[src/inc/fcu_pkg.sv]
// Constants, types and field layout of the flash check unit.
// How it works
// RL1: Soft-reset strobe clears registers one cycle later
// RL2: Strobe accepted anytime while interrupt enable low
// RL3: Strobe ignored during scan if interrupt enabled
// RL4: Mismatch raises non-maskable request when enabled
// RL5: Interrupt enable cleared only by system reset
// RL6: Interrupt enable set only while not busy
// RL7: Enable write one starts scan, stays one
// RL8: Enable write zero does nothing
// RL9: Start-up scan leaves enable reading one
// RL10: Control register locked after failure interrupt
// RL11: Section select locked while busy or interrupted
// RL12: Selector codes whole, boot plus code, boot
// RL13: Start-up scan leaves checked section in selector
// RL14: Pass flag resets to one, status 0x02
// RL15: Software trusts pass flag only when idle
// RL16: Busy flag high for whole scan
// RL17: CRC x16+x12+x5+1, MSB first, init all ones
// RL18: Fetching begins three cycles after enable write
// RL19: Scan owns flash port, three cycles per word
// RL20: Stored checksum high byte then low byte last
// RL21: Completion clears busy, updates pass flag
package fcu_pkg;
    // Register indices; byte address is four times the index
    localparam logic [1:0] IDX_CONTROL = 2'h0;
    localparam logic [1:0] IDX_SECTION = 2'h1;
    localparam logic [1:0] IDX_STATE   = 2'h2;
    localparam int         AXI_AW      = 4;
    // Field positions
    localparam int BIT_ENABLE  = 0;
    localparam int BIT_FAIL_IE = 1;
    localparam int BIT_SOFTRST = 7;
    localparam int BIT_BUSY    = 0;
    localparam int BIT_PASS    = 1;
    // Values after reset
    localparam logic [7:0] CONTROL_RESET = 8'h00;
    localparam logic [1:0] SECTION_RESET = 2'h0;
    localparam logic [7:0] STATE_RESET   = 8'h02;
    // Section selector codes
    localparam logic [1:0] SEC_WHOLE         = 2'h0;
    localparam logic [1:0] SEC_BOOT_AND_CODE = 2'h1;
    localparam logic [1:0] SEC_BOOT          = 2'h2;
    // Checksum arithmetic
    localparam logic [15:0] CRC_POLY    = 16'h1021;
    localparam logic [15:0] CRC_INIT    = 16'hffff;
    localparam logic [15:0] CRC_RESIDUE = 16'h0000;
    // Cycle counts
    localparam logic [1:0] START_DELAY  = 2'h3;
    localparam logic [1:0] FETCH_CYCLES = 2'h3;
    // Flash byte address width
    localparam int FL_AW = 16;
    // AXI responses
    localparam logic [1:0] RESP_OKAY   = 2'h0;
    localparam logic [1:0] RESP_SLVERR = 2'h2;
    // Scan sequencer states
    typedef enum logic [2:0] {
        ST_BOOT,
        ST_IDLE,
        ST_WAIT,
        ST_FETCH,
        ST_CHECK
    } fcu_state_t;
    // Flash read request carried to the memory port
    typedef struct packed {
        logic             rd;
        logic [FL_AW-1:0] addr;
    } fcu_fl_req_t;
    // Status register fields
    typedef struct packed {
        logic pass;
        logic busy;
    } fcu_status_t;
endpackage

[src/logic/fcu_crc_byte.sv]
// One byte through the sixteen-bit checksum shift register.
`timescale 1ns/1ps
module fcu_crc_byte (
    input  wire logic [15:0] crc_in,
    input  wire logic [7:0]  byte_in,
    output logic      [15:0] crc_out
);
    // Bitwise shift, most significant bit of the byte first
    always_comb begin
        logic [15:0] c;
        logic        fb;
        c  = crc_in;
        fb = 1'b0;
        // RL17 MSB first shift
        for (int i = 7; i >= 0; i--) begin
            fb = c[15] ^ byte_in[i];
            c  = {c[14:0], 1'b0};
            if (fb) begin
                c = c ^ fcu_pkg::CRC_POLY;
            end
        end
        crc_out = c;
    end
endmodule

[src/logic/fcu_flash_check_unit.sv]
// Flash check unit with AXI4-Lite slave.
//
// The implementer's own choice: the AXI4-Lite slave port.
`timescale 1ns/1ps
module fcu_flash_check_unit (
    input  wire logic                        clk_in,
    input  wire logic                        srst_in,
    // AXI4-Lite slave
    input  wire logic [fcu_pkg::AXI_AW-1:0]  s_axi_awaddr_in,
    input  wire logic                        s_axi_awvalid_in,
    output logic                             s_axi_awready_out,
    input  wire logic [31:0]                 s_axi_wdata_in,
    input  wire logic [3:0]                  s_axi_wstrb_in,
    input  wire logic                        s_axi_wvalid_in,
    output logic                             s_axi_wready_out,
    output logic [1:0]                       s_axi_bresp_out,
    output logic                             s_axi_bvalid_out,
    input  wire logic                        s_axi_bready_in,
    input  wire logic [fcu_pkg::AXI_AW-1:0]  s_axi_araddr_in,
    input  wire logic                        s_axi_arvalid_in,
    output logic                             s_axi_arready_out,
    output logic [31:0]                      s_axi_rdata_out,
    output logic [1:0]                       s_axi_rresp_out,
    output logic                             s_axi_rvalid_out,
    input  wire logic                        s_axi_rready_in,
    // Start-up configuration, same clock
    input  wire logic                        boot_scan_in,
    input  wire logic [1:0]                  boot_section_in,
    // Last byte address of each section
    input  wire logic [fcu_pkg::FL_AW-1:0]   boot_end_in,
    input  wire logic [fcu_pkg::FL_AW-1:0]   code_end_in,
    input  wire logic [fcu_pkg::FL_AW-1:0]   flash_end_in,
    // Flash read port
    output fcu_pkg::fcu_fl_req_t             fl_req_out,
    input  wire logic [15:0]                 fl_rdata_in,
    // Processor side
    output logic                             cpu_stall_out,
    output logic                             cpu_run_out,
    output logic                             nmi_out
);
    // Sequencer state and scan datapath
    fcu_pkg::fcu_state_t           st_q;           // Scan state
    logic [1:0]                    cnt_q;          // Delay and fetch counter
    logic [fcu_pkg::FL_AW-2:0]     word_q;         // Word being fetched
    logic [15:0]                   crc_q;          // Checksum accumulator
    logic [15:0]                   crc_mid;        // After low byte
    logic [15:0]                   crc_d;          // After high byte
    logic [fcu_pkg::FL_AW-1:0]     end_addr;       // Last byte of section
    logic                          boot_q;         // Current scan is start-up scan
    logic                          run_q;          // Processor may execute
    // Register contents
    logic                          enable_q;       // Enable bit
    logic                          fail_ie_q;      // Failure interrupt enable
    logic [1:0]                    section_q;      // Section selector
    fcu_pkg::fcu_status_t          status_q;       // Pass and busy flags
    logic                          nmi_q;          // Sticky interrupt request
    logic                          soft_q;         // Accepted strobe, acts next cycle
    // Bus slave state
    logic                          aw_full_q;      // Write address held
    logic                          w_full_q;       // Write data held
    logic [fcu_pkg::AXI_AW-1:0]    awaddr_q;       // Held write address
    logic [31:0]                   wdata_q;        // Held write data
    logic                          wstrb0_q;       // Held lane 0 strobe
    logic                          bvalid_q;       // Write response pending
    logic [1:0]                    bresp_q;        // Write response code
    logic                          rvalid_q;       // Read data pending
    logic [31:0]                   rdata_q;        // Read data
    logic [1:0]                    rresp_q;        // Read response code
    // Decoded write
    logic                          aw_hs;
    logic                          w_hs;
    logic                          do_wr;
    logic [fcu_pkg::AXI_AW-1:0]    wr_addr;
    logic [31:0]                   wr_data;
    logic                          wr_lane0;
    logic                          wr_ctrl;
    logic                          soft_acc;
    logic                          start_req;
    logic                          ie_set;
    logic                          wr_sect;
    logic                          busy;
    logic                          last_word;
    logic                          scan_pass;

    // Address to register index, valid bit on top
    function automatic logic [2:0] reg_decode(input logic [fcu_pkg::AXI_AW-1:0] a);
        logic [1:0] idx;
        logic       ok;
        idx = a[3:2];
        ok  = (a[1:0] == 2'h0) && (idx != 2'h3);
        return {ok, idx};
    endfunction

    // Last byte address of a selected section
    function automatic logic [fcu_pkg::FL_AW-1:0] sect_end(input logic [1:0] s);
        case (s)
            // RL12 section codes
            fcu_pkg::SEC_BOOT_AND_CODE: sect_end = code_end_in;
            fcu_pkg::SEC_BOOT:          sect_end = boot_end_in;
            // Reserved code falls back to whole flash
            default:                    sect_end = flash_end_in;
        endcase
    endfunction

    // Low byte first: it sits at the lower address
    fcu_crc_byte u_crc_lo (
        .crc_in  (crc_q),
        .byte_in (fl_rdata_in[7:0]),
        .crc_out (crc_mid)
    );
    fcu_crc_byte u_crc_hi (
        .crc_in  (crc_mid),
        .byte_in (fl_rdata_in[15:8]),
        .crc_out (crc_d)
    );

    // Write decode; address and data in either order
    assign aw_hs    = s_axi_awvalid_in && s_axi_awready_out;
    assign w_hs     = s_axi_wvalid_in && s_axi_wready_out;
    assign do_wr    = (aw_full_q || aw_hs) && (w_full_q || w_hs) && !bvalid_q;
    assign wr_addr  = aw_full_q ? awaddr_q : s_axi_awaddr_in;
    assign wr_data  = w_full_q ? wdata_q : s_axi_wdata_in;
    assign wr_lane0 = w_full_q ? wstrb0_q : s_axi_wstrb_in[0];

    // RL16 busy over whole scan
    assign busy = (st_q == fcu_pkg::ST_WAIT) || (st_q == fcu_pkg::ST_FETCH)
                  || (st_q == fcu_pkg::ST_CHECK);

    // RL10 control locked after interrupt
    assign wr_ctrl = do_wr && wr_lane0 && !nmi_q
                     && (reg_decode(wr_addr) == {1'b1, fcu_pkg::IDX_CONTROL});
    // RL2 strobe free when enable low
    // RL3 strobe needs idle otherwise
    assign soft_acc  = wr_ctrl && wr_data[fcu_pkg::BIT_SOFTRST] && (!fail_ie_q || !busy);
    // RL7 write one starts scan
    // RL8 zero write ignored
    assign start_req = wr_ctrl && !soft_acc && wr_data[fcu_pkg::BIT_ENABLE] && !busy;
    // RL6 enable set only idle
    assign ie_set    = wr_ctrl && !soft_acc && wr_data[fcu_pkg::BIT_FAIL_IE] && !busy;
    // RL11 section lock
    assign wr_sect   = do_wr && wr_lane0 && !busy && !nmi_q
                       && (reg_decode(wr_addr) == {1'b1, fcu_pkg::IDX_SECTION});

    assign end_addr  = sect_end(section_q);
    assign last_word = (word_q == end_addr[fcu_pkg::FL_AW-1:1]);
    // RL20 stored checksum leaves zero residue
    assign scan_pass = (crc_q == fcu_pkg::CRC_RESIDUE);

    // Write address holding register
    always_ff @(posedge clk_in) begin
        if (srst_in) begin
            aw_full_q <= 1'b0;
            awaddr_q  <= '0;
        end else if (do_wr) begin
            aw_full_q <= 1'b0;
        end else if (aw_hs) begin
            aw_full_q <= 1'b1;
            awaddr_q  <= s_axi_awaddr_in;
        end
    end

    // Write data holding register
    always_ff @(posedge clk_in) begin
        if (srst_in) begin
            w_full_q <= 1'b0;
            wdata_q  <= '0;
            wstrb0_q <= 1'b0;
        end else if (do_wr) begin
            w_full_q <= 1'b0;
        end else if (w_hs) begin
            w_full_q <= 1'b1;
            wdata_q  <= s_axi_wdata_in;
            wstrb0_q <= s_axi_wstrb_in[0];
        end
    end

    // Write response; unmapped gives slave error
    always_ff @(posedge clk_in) begin
        if (srst_in) begin
            bvalid_q <= 1'b0;
            bresp_q  <= fcu_pkg::RESP_OKAY;
        end else if (do_wr) begin
            bvalid_q <= 1'b1;
            bresp_q  <= (reg_decode(wr_addr) >= 3'h4) ? fcu_pkg::RESP_OKAY : fcu_pkg::RESP_SLVERR;
        end else if (s_axi_bready_in) begin
            bvalid_q <= 1'b0;
        end
    end

    // Read channel; one read in flight, data registered
    always_ff @(posedge clk_in) begin
        if (srst_in) begin
            rvalid_q <= 1'b0;
            rdata_q  <= '0;
            rresp_q  <= fcu_pkg::RESP_OKAY;
        end else if (s_axi_arvalid_in && !rvalid_q) begin
            rvalid_q <= 1'b1;
            rresp_q  <= fcu_pkg::RESP_OKAY;
            rdata_q  <= '0;
            case (reg_decode(s_axi_araddr_in))
                {1'b1, fcu_pkg::IDX_CONTROL}: begin
                    // Strobe never reads back as set
                    rdata_q[fcu_pkg::BIT_ENABLE]  <= enable_q;
                    rdata_q[fcu_pkg::BIT_FAIL_IE] <= fail_ie_q;
                end
                {1'b1, fcu_pkg::IDX_SECTION}: begin
                    rdata_q[1:0] <= section_q;
                end
                {1'b1, fcu_pkg::IDX_STATE}: begin
                    // RL15 pass valid only idle
                    rdata_q[fcu_pkg::BIT_BUSY] <= busy;
                    rdata_q[fcu_pkg::BIT_PASS] <= status_q.pass;
                end
                default: begin
                    rresp_q <= fcu_pkg::RESP_SLVERR;
                end
            endcase
        end else if (s_axi_rready_in) begin
            rvalid_q <= 1'b0;
        end
    end

    // Strobe acts one cycle late
    always_ff @(posedge clk_in) begin
        if (srst_in) begin
            soft_q <= 1'b0;
        end else begin
            // RL1 act one cycle later
            soft_q <= soft_acc;
        end
    end

    // Enable and failure interrupt enable bits
    always_ff @(posedge clk_in) begin
        if (srst_in) begin
            enable_q  <= fcu_pkg::CONTROL_RESET[fcu_pkg::BIT_ENABLE];
            fail_ie_q <= fcu_pkg::CONTROL_RESET[fcu_pkg::BIT_FAIL_IE];
        end else begin
            // RL9 start-up scan sets enable
            if (st_q == fcu_pkg::ST_BOOT && boot_scan_in) begin
                enable_q <= 1'b1;
            end else if (soft_q) begin
                enable_q <= 1'b0;
            end else if (start_req) begin
                enable_q <= 1'b1;
            end
            // RL5 only system reset clears
            if (ie_set) begin
                fail_ie_q <= 1'b1;
            end
        end
    end

    // Section selector
    always_ff @(posedge clk_in) begin
        if (srst_in) begin
            section_q <= fcu_pkg::SECTION_RESET;
        end else if (st_q == fcu_pkg::ST_BOOT && boot_scan_in) begin
            // RL13 shows start-up section
            section_q <= boot_section_in;
        end else if (soft_q) begin
            section_q <= fcu_pkg::SECTION_RESET;
        end else if (wr_sect) begin
            section_q <= wr_data[1:0];
        end
    end

    // Scan sequencer
    always_ff @(posedge clk_in) begin
        if (srst_in) begin
            st_q   <= fcu_pkg::ST_BOOT;
            cnt_q  <= 2'h0;
            word_q <= '0;
            crc_q  <= fcu_pkg::CRC_INIT;
            boot_q <= 1'b0;
        end else if (soft_q) begin
            // Strobe aborts any scan in progress
            st_q   <= fcu_pkg::ST_IDLE;
            boot_q <= 1'b0;
        end else begin
            case (st_q)
                fcu_pkg::ST_BOOT: begin
                    // Start-up choice sampled once
                    boot_q <= boot_scan_in;
                    cnt_q  <= 2'h1;
                    word_q <= '0;
                    crc_q  <= fcu_pkg::CRC_INIT;
                    st_q   <= boot_scan_in ? fcu_pkg::ST_WAIT : fcu_pkg::ST_IDLE;
                end
                fcu_pkg::ST_IDLE: begin
                    if (start_req) begin
                        cnt_q  <= 2'h1;
                        word_q <= '0;
                        // RL17 accumulator starts all ones
                        crc_q  <= fcu_pkg::CRC_INIT;
                        st_q   <= fcu_pkg::ST_WAIT;
                    end
                end
                fcu_pkg::ST_WAIT: begin
                    // RL18 three cycle start delay
                    if (cnt_q == fcu_pkg::START_DELAY) begin
                        cnt_q <= 2'h1;
                        st_q  <= fcu_pkg::ST_FETCH;
                    end else begin
                        cnt_q <= cnt_q + 2'h1;
                    end
                end
                fcu_pkg::ST_FETCH: begin
                    // RL19 three cycles per word
                    if (cnt_q == fcu_pkg::FETCH_CYCLES) begin
                        cnt_q  <= 2'h1;
                        crc_q  <= crc_d;
                        word_q <= word_q + 1'b1;
                        if (last_word) begin
                            st_q <= fcu_pkg::ST_CHECK;
                        end
                    end else begin
                        cnt_q <= cnt_q + 2'h1;
                    end
                end
                fcu_pkg::ST_CHECK: begin
                    boot_q <= 1'b0;
                    st_q   <= fcu_pkg::ST_IDLE;
                end
                default: begin
                    st_q <= fcu_pkg::ST_IDLE;
                end
            endcase
        end
    end

    // Pass flag; busy read live from the state
    always_ff @(posedge clk_in) begin
        if (srst_in) begin
            // RL14 pass flag resets high
            status_q.pass <= fcu_pkg::STATE_RESET[fcu_pkg::BIT_PASS];
            status_q.busy <= fcu_pkg::STATE_RESET[fcu_pkg::BIT_BUSY];
        end else if (soft_q) begin
            status_q.pass <= fcu_pkg::STATE_RESET[fcu_pkg::BIT_PASS];
            status_q.busy <= fcu_pkg::STATE_RESET[fcu_pkg::BIT_BUSY];
        end else begin
            status_q.busy <= busy;
            // RL21 result on completion
            if (st_q == fcu_pkg::ST_CHECK) begin
                status_q.pass <= scan_pass;
            end
        end
    end

    // Sticky request, system reset clears
    always_ff @(posedge clk_in) begin
        if (srst_in) begin
            nmi_q <= 1'b0;
        end else if (st_q == fcu_pkg::ST_CHECK && !scan_pass && fail_ie_q && !soft_q) begin
            // RL4 mismatch raises request
            nmi_q <= 1'b1;
        end
    end

    // Processor release; a failed start-up scan holds it
    always_ff @(posedge clk_in) begin
        if (srst_in) begin
            run_q <= 1'b0;
        end else if (st_q == fcu_pkg::ST_BOOT && !boot_scan_in) begin
            run_q <= 1'b1;
        end else if (st_q == fcu_pkg::ST_CHECK && boot_q && !soft_q) begin
            run_q <= scan_pass;
        end
    end

    // Port drive
    assign s_axi_awready_out = !aw_full_q && !bvalid_q;
    assign s_axi_wready_out  = !w_full_q && !bvalid_q;
    assign s_axi_bvalid_out  = bvalid_q;
    assign s_axi_bresp_out   = bresp_q;
    assign s_axi_arready_out = !rvalid_q;
    assign s_axi_rvalid_out  = rvalid_q;
    assign s_axi_rdata_out   = rdata_q;
    assign s_axi_rresp_out   = rresp_q;
    // RL19 scan owns flash port
    assign fl_req_out.rd     = (st_q == fcu_pkg::ST_FETCH);
    assign fl_req_out.addr   = {word_q, 1'b0};
    assign cpu_stall_out     = (st_q == fcu_pkg::ST_FETCH);
    assign cpu_run_out       = run_q;
    assign nmi_out           = nmi_q;
endmodule

[config.mk]
export PLATFORM = sky130hd
export DESIGN_NAME = fcu_flash_check_unit
export DESIGN_NICKNAME = d
export VERILOG_FILES = /design/src/inc/fcu_pkg.sv /design/src/logic/fcu_crc_byte.sv /design/src/logic/fcu_flash_check_unit.sv
export SDC_FILE = /design/constraint.sdc
export NUM_CORES = 1
export LEC_CHECK = 0
export BUFFER_PORTS_ARGS = -buffer_cell sky130_fd_sc_hd__buf_2
export CAP_MARGIN = 20
export CELL_PAD_IN_SITES_DETAIL_PLACEMENT = 0
export CELL_PAD_IN_SITES_GLOBAL_PLACEMENT = 2
export CORE_MARGIN = 3
export CORE_UTILIZATION = 26
export DETAILED_ROUTE_END_ITERATION = 8
export GPL_TIMING_DRIVEN = 1
export PLACE_DENSITY = 0.87
export SYNTH_ARGS = -nofsm -noshare
export SYNTH_HDL_FRONTEND = slang
export SYNTH_SLANG_ARGS = --single-unit
[constraint.sdc]
create_clock -name clk_in -period 3.2 [get_ports clk_in]
set_input_delay 0.48 -clock clk_in [delete_from_list [all_inputs] [get_ports clk_in]]
set_output_delay 0.48 -clock clk_in [all_outputs]
set_load 0.05 [all_outputs]
==> results.md, run 1 <==
- Status: finished clean
- Clk buf depth: 2
- Cells after Synth: between 400 and 500
- Initial Util: 0.267
- Worst-margin pin slew: around 0.81 ns
- Clock sink count: around 60
- CP arrival: between 2 and 3 ns
- Global-route wire length before repair: between 15 and 20 mm
- Largest net degree at the start of global routing: 25
- Sequential area share after synthesis: 0.298
- Via count: a little under 4000
- Die ar.: around 17000 µm²
- Drt first pass iters: 6
- Initial antenna violation count: 0
- Post-synth EDFFs: 0
- ANT nets after route: 0
- Synth warn: 0
- Die height: 131 µm
- Placed cell count: roughly 800
- Max-cap viol count: 0
- Setup bufs post-CTS: 0
- Sequential cell area: between 1000 and 1500 µm²
- Die Wd: 131 µm
- Period utilization: 0.865
- # hold bufs at CTS: 0
- Nets@finish: around 720
- Endpoints failing setup: 0
- Slew Limit Fails: 0
- Final wirelength: roughly 12 mm
- Yosys reg bits: 61
- Worst R2R Path Depth: 9
- CTS tree: done
- Routability cong.: roughly 0.8
- Footprint of the multi-input gates: 2540 µm²
- Synth unique cells: between 60 and 70
- Grt total ovfl: 0
- Total CTS buffers: 9
- Number of global-route vias before repair: around 3800
- I/O Pins: roughly 180
- HP Class: in -> reg
- CP required: ~3.4 ns
- CP Max Fanout: 21
- Global Route Usage Sum: 0.132
- Core ar.: about 15000 µm²
- Asr flop ratio synth: 0
- Remaining routing DRC violations: 0
- Non-filler cells, final: roughly 800
- Fin. Hold Viols: 0
- Worst vdd ir: roughly 290 µV
- CP startpoint kind: flip-flop
- Final Critical Period: between 2 and 3 ns
- Relative max-transition margin: 0.445
- LEAKAGE: about 2.0 nW
- Slowest cell on crit path: or4_1
- Clock Skew: between 0.008 and 0.009 ns
- Syn Area/Cell: 8.27 µm²
- Antenna Cells: 0
- Clk_lat worst skew: around 0.33 ns
- Synth Flop Type: dfxtp_1
- Power per standard cell area: 686 nW/µm²
- Synthesized area: between 4000 and 5000 µm²
- H-tree levels: 3
- Setup crit end kind: flip-flop
- CP cell instances: inv_1, ha_1, a221oi_1, or3_1, nand4_1, or4_1, nor4_1, buf_4, o21ai_0
- HP Start: s_axi_rready_in
- CP peak stage delay: about 0.54 ns
- Layout fillers: 1628
- Area Growth Syn to Fin: 22.4%
- DR vias/cell: roughly 4.8
- Post-DP HPWL: just under 9 mm
- DR iter-0 viols: 192
- Worst hold stages: 2
- Root Driver: clkbuf_16
- Setup TNS Final: 0 ns
- Fmax: approximately 360 MHz
- Row count: 45
- Crit path launch: section_q[0]
- IO buf count: 110
- Classification of the worst setup path: reg -> reg
- Unrepaired setup endpoints after global routing: no
- WL per Instance: roughly 14 µm
- R2r setup slk: 0.43 ns
- Cts repair resizes: 0
- Worst-path clk slew: about 0.050 ns
- Capturing point of the worst reg2reg path: st_q[1]
- Fraction of layout cells with a size suffix above 1: 0.235
- Crit path to: st_q[1]
- FF-to-FF Start: section_q[0]
## sequential cells by signal, summed over array words and instances, names as in the netlist, 2 cells and up
register	cells
s_axi_rdata_out	2
crc_q	16
section_q	2
st_q	3
cnt_q	2
word_q	15
wdata_q	3
awaddr_q	4
## routing by layer
| layer | track usage | vias up | wire [µm] | share of wire |
|---|---|---|---|---|
| met5 | 0 | - | 0 | 0 |
| met3 | 0.0383 | 4 | 642 | 0.055 |
| met2 | 0.224 | 111 | 5680 | 0.49 |
| met1 | 0.164 | 1814 | 5230 | 0.45 |
| li1 | - | 1950 | - | - |
| met4 | 0.0321 | 0 | 44 | 0.0038 |
## kinds of logic after synthesis
kind of cell,Yosys count,share of synthesized area
compound gates,123,0.215
fa+ha+maj,5,0.0153
buf+inv,79,0.111
other cells,1,0.000916
simple gates,157,0.205
flops,61,0.298
xor+xnor,51,0.109
mux,18,0.0446
## cells in the mapped netlist (3+ instances only)
cell	instances	area (µm²)
a22oi_1	3	22.5
or4_1	3	22.5
a31oi_1	5	31.3
ha_1	5	62.6
buf_2	4	20.0
nand4_1	8	50.1
o21ai_0	16	80.1
nor2b_1	11	68.8
buf_4	35	263
nand3_1	14	70.1
nand3b_1	4	30.0
a311oi_1	11	96.3
xnor2_1	40	350
o22a_1	8	70.1
a211o_1	3	26.3
and3_1	5	31.3
inv_1	21	78.8
or3_1	7	43.8
o21ai_1	8	40.0
dfxtp_1	61	1220
o31ai_1	4	30.0
nand2b_1	5	31.3
nor2_1	43	161
nand2_1	20	75.1
mux2i_1	16	160
a21oi_1	24	120
nor4_1	8	50.1
nor3_1	18	90.1
a211oi_1	5	37.5
clkbuf_1	15	56.3
o22ai_1	3	18.8
xor2_1	11	96.3
a221oi_1	13	114
buf_6	3	33.8
## layout by cell type, fill, tap and decap left out, drive strengths merged, types with 13 or more instances in the layout
master and instances:
buf 115, o21ai 24, conb 33, nor3 18
nor2 43, mux2i 16, a21oi 25, xnor2 40
a221oi 13, dfxtp 61, nand2 21, inv 21
nand3 16
## metrics by stage
step / utilization / cell area [µm²] / total power, mW / setup WS [ns] / hold WS, ns
5_1_grt: 0.327 / 5010 / 3.67 / 0.193 / 0.345
2_1_floorplan: - / 4210 / 2.17 / 0.785 / 0.454
4_1_cts: 0.327 / 5010 / 3.47 / 0.382 / 0.334
3_5_place_dp: 0.306 / 4690 / 2.43 / 0.400 / 0.486
3_3_place_gp: 0.306 / 4690 / 2.40 / 0.453 / 0.469
6_report: 0.327 / 5010 / 3.43 / 0.430 / 0.345
## power breakdown
part,switching [mW],total [mW],internal (mW)
Sequential,0.0852,0.916,0.831
Combinational,0.908,1.49,0.580
Clock,0.350,1.03,0.680
## worst min-delay path by stage
stage | to | slack (ns)
after floorplan | status_q[1] | 0.45
after global placement | s_axi_rvalid_out | 0.47
after detailed placement | cnt_q[1] | 0.49
after CTS | s_axi_rvalid_out | 0.33
after global routing | s_axi_rvalid_out | 0.35
final | s_axi_rvalid_out | 0.35
## worst max-delay path, delay by kind of cell (launching register included)
kind,cells,cell delay (ns)
compound gates,2,0.46
buf+inv,2,0.25
flops,1,0.36
simple gates,4,1.04
fa+ha+maj,1,0.53
## cell type report
type,count,share of cell area
well taps,211,0.0527
inverters,22,0.0165
multi-input cells,387,0.506
flip-flops and latches,61,0.244
clock inverters,6,0.0175
repair buffers,115,0.117
clock buffers,10,0.0457
No activity file was read; power rests on OpenSTA's default activity.
==> inputs of run 2 (changes only) <==
Settings changed: CORE_ASPECT_RATIO set to 1.25.
==> run 2 against run 1 <==
  * Worst hold slack lost 0.0075 ns
  * Count of clock-buffer cells in the layout grew 1
  * Global-route usage grew 0.20 points
  * First-iteration DRC count increased by 16%
  * Combinational power about the same
  * Die area hardly changed
  * Critical path depth grew 1
  * Wire length rose by 1.3%
  * Non-clock buffer count unchanged
  * Critical endpoint unchanged
  * Largest cell class unchanged
==> results.md, run 2 (synthesis results as in run 1) <==
- Status: finished clean
- Row count: 50 (+11%)
- Final Instance Area: 4980 µm² (-0.57%)
- Core ar.: 15200 µm² (-0.74%)
- Power per standard cell area: 675 nW/µm² (-1.6%)
- Nets@finish: 719 (unchanged)
- Die height: 146 µm (+11%)
- FF-to-FF Start: section_q[0]
- Worst vdd ir: 323 µV (+12%)
- Cts repair resizes: 0 (unchanged)
- CP cell instances: inv_1, ha_1, buf_4, a221oi_1, or3_1, nand4_1, or4_1, nor4_1, buf_4, o21ai_0
- Max reg flops: 16 (unchanged)
- CTS tree: done
- CP arrival: 2.99 ns (about the same)
- IO buf count: 110 (unchanged)
- Largest net degree at the start of global routing: 41 (+64%)
- Remaining routing DRC violations: 0 (unchanged)
- Initial Util: 0.269 (+0.00198)
- Fmax: 360 MHz (-0.28%)
- Drt first pass iters: 5 (-1)
- Final wirelength: 11.7 mm (+1.3%)
- HP Start: s_axi_rready_in
- Clk buf depth: 2 (unchanged)
- Largest registers: crc_q x16, word_q x15, awaddr_q x4
- Clk_lat worst skew: 0.33 ns (about the same)
- Die ar.: 17300 µm² (about the same)
- Final Critical Period: 2.78 ns (+0.00770 ns)
- I/O Pins: 179 (unchanged)
- # hold bufs at CTS: 0 (unchanged)
- Routability cong.: 0.813 (+1.2%)
- Biggest register: crc_q
- Global Route Usage Sum: 0.134 (+0.00204)
- Clock sink count: 61 (unchanged)
- Antenna Cells: 0 (unchanged)
- Max-cap viol count: 0 (unchanged)
- Number of global-route vias before repair: 3902 (+3.9%)
- Worst min-delay path endpoint: s_axi_rvalid_out
- CP startpoint kind: flip-flop
- Capturing point of the worst reg2reg path: st_q[1]
- Most common cell after layout, fill and taps aside: buf_2
- Global-route wire length before repair: 19.1 mm (+0.58%)
- Setup crit end kind: flip-flop
- CP dominant cell by count: buf_4
- Setup TNS Final: 0 ns (unchanged)
- Final Power: 3.36 mW (-2.1%)
- Fin. Hold Viols: 0 (unchanged)
- Total CTS buffers: 9 (unchanged)
- Grt total ovfl: 0 (unchanged)
- Post-DP HPWL: 9.17 mm (+2.9%)
- Slew Limit Fails: 0 (unchanged)
- Area Growth Syn to Fin: 21.7%
- Period utilization: 0.868 (+0.00241)
- Worst-path clk slew: 0.05 ns (about the same)
- Initial antenna violation count: 0 (unchanged)
- Via count: 3948 (+1.8%)
- Worst R2R Path Depth: 10 (+1)
- Fraction of layout cells with a size suffix above 1: 0.233 (-0.00128)
- Unrepaired setup endpoints after global routing: no
- ANT nets after route: 0 (unchanged)
- CP Max Fanout: 20 (-4.8%)
- Relative max-transition margin: 0.433 (-0.0126)
- Die Wd: 118 µm (-10%)
- DR vias/cell: 4.89 (+2.3%)
- Root Driver: clkbuf_16
- Most frequent cells in the layout: 110 x buf_2, 61 x dfxtp_1, 43 x nor2_1
- DR iter-0 viols: 222 (+16%)
- Endpoints failing setup: 0 (unchanged)
- Clock Skew: 0.00668 ns (-0.00226 ns)
- Worst-margin pin slew: 0.830 ns (+0.0185 ns)
- Setup bufs post-CTS: 0 (unchanged)
- Worst hold stages: 2 (unchanged)
- HP Class: in -> reg
- Classification of the worst setup path: reg -> reg
- CP required: 3.41 ns (about the same)
- Slowest cell on crit path: or4_1
- CP peak stage delay: 0.49 ns (-0.05 ns)
- R2r setup slk: 0.42 ns (about the same)
- LEAKAGE: 2.01 nW (about the same)
- WL per Instance: 14.5 µm (+1.8%)
- H-tree levels: 3 (unchanged)
- Placed cell area: 4690 µm² (about the same)
-- run 2: cell types whose count changed in the layout (fill, tap and decap cells not counted), sizes merged --
cell / before / now
bufinv: 2 / 1
clkbuf: 10 / 11
clkinv: 2 / 4
clkinvlp: 3 / 0
-- run 2: final cells by class --
| class | instances | area [µm²] |
|---|---|---|
| clock buffers | 11 | 243 |
| clock inverters | 4 | 48.8 |
| fillers | 1645 | 10200 |
| inverters | 22 | 82.6 |
| multi-input cells | 387 | 2540 |
| flip-flops and latches | 61 | 1220 |
| well taps | 208 | 260 |
| repair buffers | 115 | 588 |
-- run 2: power by group --
part	leakage, nW	switching (mW)	internal [mW]
clock	0.145	0.335	0.617
sequential	0.496	0.0858	0.832
combinational	1.37	0.913	0.579
-- run 2: routing by layer --
layer  vias up  GRT usage  part of all wire
met1      1854      0.147              0.40
met5         -          0                 0
li1       1940          -                 -
met3        16     0.0329             0.054
met2       138      0.251              0.54
met4         0     0.0399             0.014
-- run 2: through the flow --
step	setup WS, ns	utilization	std cells	hold slack (ns)
finish	0.423	0.328	808	0.338
global route	0.210	0.328	808	0.339
CTS	0.391	0.328	808	0.319
detailed placement	0.399	0.308	793	0.479
global placement	0.457	0.308	793	0.468
floorplan	0.785	-	527	0.454
-- run 2: worst max-delay path by stage --
stage                            start   endpoint  slack [ns]
global placement    s_axi_awaddr_in[0]  crc_q[14]        0.46
floorplan                 section_q[0]    st_q[1]        0.79
detailed placement        section_q[0]    st_q[1]        0.40
CTS                       section_q[0]    st_q[0]        0.39
finish                    section_q[0]    st_q[1]        0.42
global route              section_q[0]    st_q[1]        0.21
-- run 2: critical path: cells and delay by family, from the launching register on --
family	cells	cell delay, ns
and+or+nand+nor	4	0.98
buffers and inverters	3	0.52
adders and majority gates	1	0.43
AOI/OAI and AO/OA	2	0.36
DFF	1	0.36
==> inputs of run 3 (changes only) <==
Settings changed: CORE_UTILIZATION 26 to 27, CTS_BUF_LIST set to sky130_fd_sc_hd__clkbuf_4, PLACE_DENSITY 0.87 to 0.86.
==> run 3 against run 2 <==
  * Wire length decreased by 2.7%
  * Largest power group unchanged
  * Cell area is 4.0% lower
  * Worst hold slack worse by 0.085 ns
  * Sequential power is essentially flat
  * Critical path depth is the same
  * Core utilization is essentially flat
  * Flip-flop and latch count unchanged
==> results.md, run 3 (synthesis results as in run 1) <==
- Status: finished clean
- CP peak stage delay: 0.47 ns (-0.02 ns)
- Setup crit end kind: flip-flop
- Slowest cell on crit path: ha_1
- Die Wd: 116 µm (-1.8%)
- I/O Pins: 179 (unchanged)
- Row count: 49 (-2.0%)
- CTS tree: done
- Fin. Hold Viols: 0 (unchanged)
- Final WS setup: 0.414 ns (-0.00828 ns)
- ANT nets after route: 0 (unchanged)
- Number of global-route vias before repair: 3710 (-4.9%)
- Grt total ovfl: 0 (unchanged)
- Root Driver: clkbuf_4
- Fraction of layout cells with a size suffix above 1: 0.231 (-0.00205)
- Initial antenna violation count: 0 (unchanged)
- IO buf count: 110 (unchanged)
- DR vias/cell: 4.98 (+2.0%)
- Endpoints failing setup: 0 (unchanged)
- HP Start: s_axi_rready_in
- Worst-margin pin slew: 0.765 ns (-0.0645 ns)
- # hold bufs at CTS: 0 (unchanged)
- H-tree levels: 3 (unchanged)
- Clk buf depth: 2 (unchanged)
- CP dominant cell by count: buf_4
- Most common cell after layout, fill and taps aside: buf_2
- CP cell instances: inv_1, ha_1, buf_4, a221oi_1, a211o_1, nand4_1, or4_1, nor4_1, buf_4, o21ai_0
- Via count: 3882 (-1.7%)
- Core ar.: 14600 µm² (-4.0%)
- Remaining routing DRC violations: 0 (unchanged)
- Clock Skew: 0.0154 ns (+0.00875 ns)
- Slew Limit Fails: 0 (unchanged)
- Routability cong.: 0.828 (+1.9%)
- Initial Util: 0.280 (+0.0113)
- Capturing point of the worst reg2reg path: st_q[1]
- Classification of the worst setup path: reg -> reg
- Largest net degree at the start of global routing: 31 (-24%)
- Worst R2R Path Depth: 10 (unchanged)
- Total CTS buffers: 9 (unchanged)
- LEAKAGE: 1.94 nW (-3.8%)
- CP startpoint kind: flip-flop
- Biggest register: crc_q
- Worst min-delay path endpoint: s_axi_rvalid_out
- Most frequent cells in the layout: 110 x buf_2, 61 x dfxtp_1, 43 x nor2_1
- Clock sink count: 61 (unchanged)
- R2r setup slk: 0.41 ns (about the same)
- Die ar.: 16700 µm² (-3.5%)
- Drt first pass iters: 5 (unchanged)
- HP Class: in -> reg
- Relative max-transition margin: 0.477 (+0.0441)
- Worst-path clk slew: 0.11 ns (+0.06 ns)
- FF-to-FF Start: section_q[0]
- Dpl ws: 0.382 ns (-0.0172 ns)
- CP arrival: 3.09 ns (+0.10 ns)
- Die height: 144 µm (-1.8%)
- Setup TNS Final: 0 ns (unchanged)
- Max reg flops: 16 (unchanged)
- Clk_lat worst skew: 0.41 ns (+0.08 ns)
- CP required: 3.50 ns (+0.09 ns)
- Global Route Usage Sum: 0.135 (+0.00110)
- Global-route wire length before repair: 18.1 mm (-5.1%)
- Period utilization: 0.870 (+0.00259)
- Largest registers: crc_q x16, word_q x15, awaddr_q x4
- Worst hold stages: 2 (unchanged)
- Worst vdd ir: 324 µV (+0.26%)
- Nets@finish: 719 (unchanged)
- Final wirelength: 11.4 mm (-2.7%)
- CP Max Fanout: 16 (-20%)
- Max-cap viol count: 0 (unchanged)
- Fmax: 359 MHz (-0.30%)
- Setup bufs post-CTS: 0 (unchanged)
- Area Growth Syn to Fin: 16.8%
- Power per standard cell area: 611 nW/µm² (-9.5%)
- Cts repair resizes: 0 (unchanged)
- Antenna Cells: 0 (unchanged)
- WL per Instance: 14.7 µm (+0.93%)
- Post-DP HPWL: 8.96 mm (-2.3%)
- Unrepaired setup endpoints after global routing: no
- DR iter-0 viols: 136 (-39%)
- Hold Slack: 0.253 ns (-0.0851 ns)
- Final Critical Period: 2.79 ns (+0.00828 ns)
==> run 3: cell types whose count changed in the layout (fill, tap and decap cells not counted) <==
cell,before,now
clkbuf_8,1,0
clkbuf_16,9,0
clkbuf_4,0,10
clkinvlp_4,0,1
clkbuf_1,1,0
clkinv_1,1,4
clkinv_2,2,1
clkinv_4,1,0
==> run 3: power breakdown <==
part	leakage, nW	switching (mW)	internal [mW]
Combinational	1.37	0.907	0.579
Sequential	0.496	0.0867	0.829
Clock	0.0689	0.279	0.238
Total	1.94	1.27	1.65
==> run 3: worst max path at each step <==
stage | slack [ns] | from | endpoint | cells past startpoint
after global routing | 0.13 | section_q[0] | st_q[1] | 10
after detailed placement | 0.38 | section_q[0] | st_q[1] | 10
after CTS | 0.35 | section_q[0] | st_q[1] | 10
after floorplan | 0.79 | section_q[0] | st_q[1] | 9
after global placement | 0.45 | section_q[0] | st_q[1] | 10
final | 0.41 | section_q[0] | st_q[1] | 10
==> run 3: cell type report <==
class | count | area [µm²]
fill | 1586 | 9810
clock inverter | 6 | 53.8
multi-input combinational | 387 | 2540
sequential | 61 | 1220
timing repair buffer | 115 | 588
tap | 178 | 223
inverter | 22 | 82.6
clock buffer | 10 | 75.1
==> run 3: per-layer routing <==
metal	wire length (µm)	global-route usage	vias to the layer above	part of all wire
li1	-	-	1949	-
met1	4880	0.163	1804	0.43
met2	5810	0.236	116	0.51
met3	579	0.0362	13	0.051
met4	158	0.0354	0	0.014
met5	0	0	-	0
==> run 3: worst max-delay path, delay by kind of cell, from the launching register on <==
kind / cells / cell delay (ns)
AND/OR/NAND/NOR: 3 / 0.79
AO/OA/AOI/OAI: 3 / 0.54
buffers and inverters: 3 / 0.51
adder cells (fa/ha/maj): 1 / 0.47
flip-flops: 1 / 0.37
==> run 3: through the flow <==
step	std cells	utilization	power (mW)	area [µm²]
floorplan	527	-	2.17	4210
global placement	763	0.319	2.39	4650
CTS	779	0.328	2.96	4780
global route	779	0.328	3.14	4780
detailed placement	763	0.319	2.43	4650
finish	779	0.328	2.92	4780
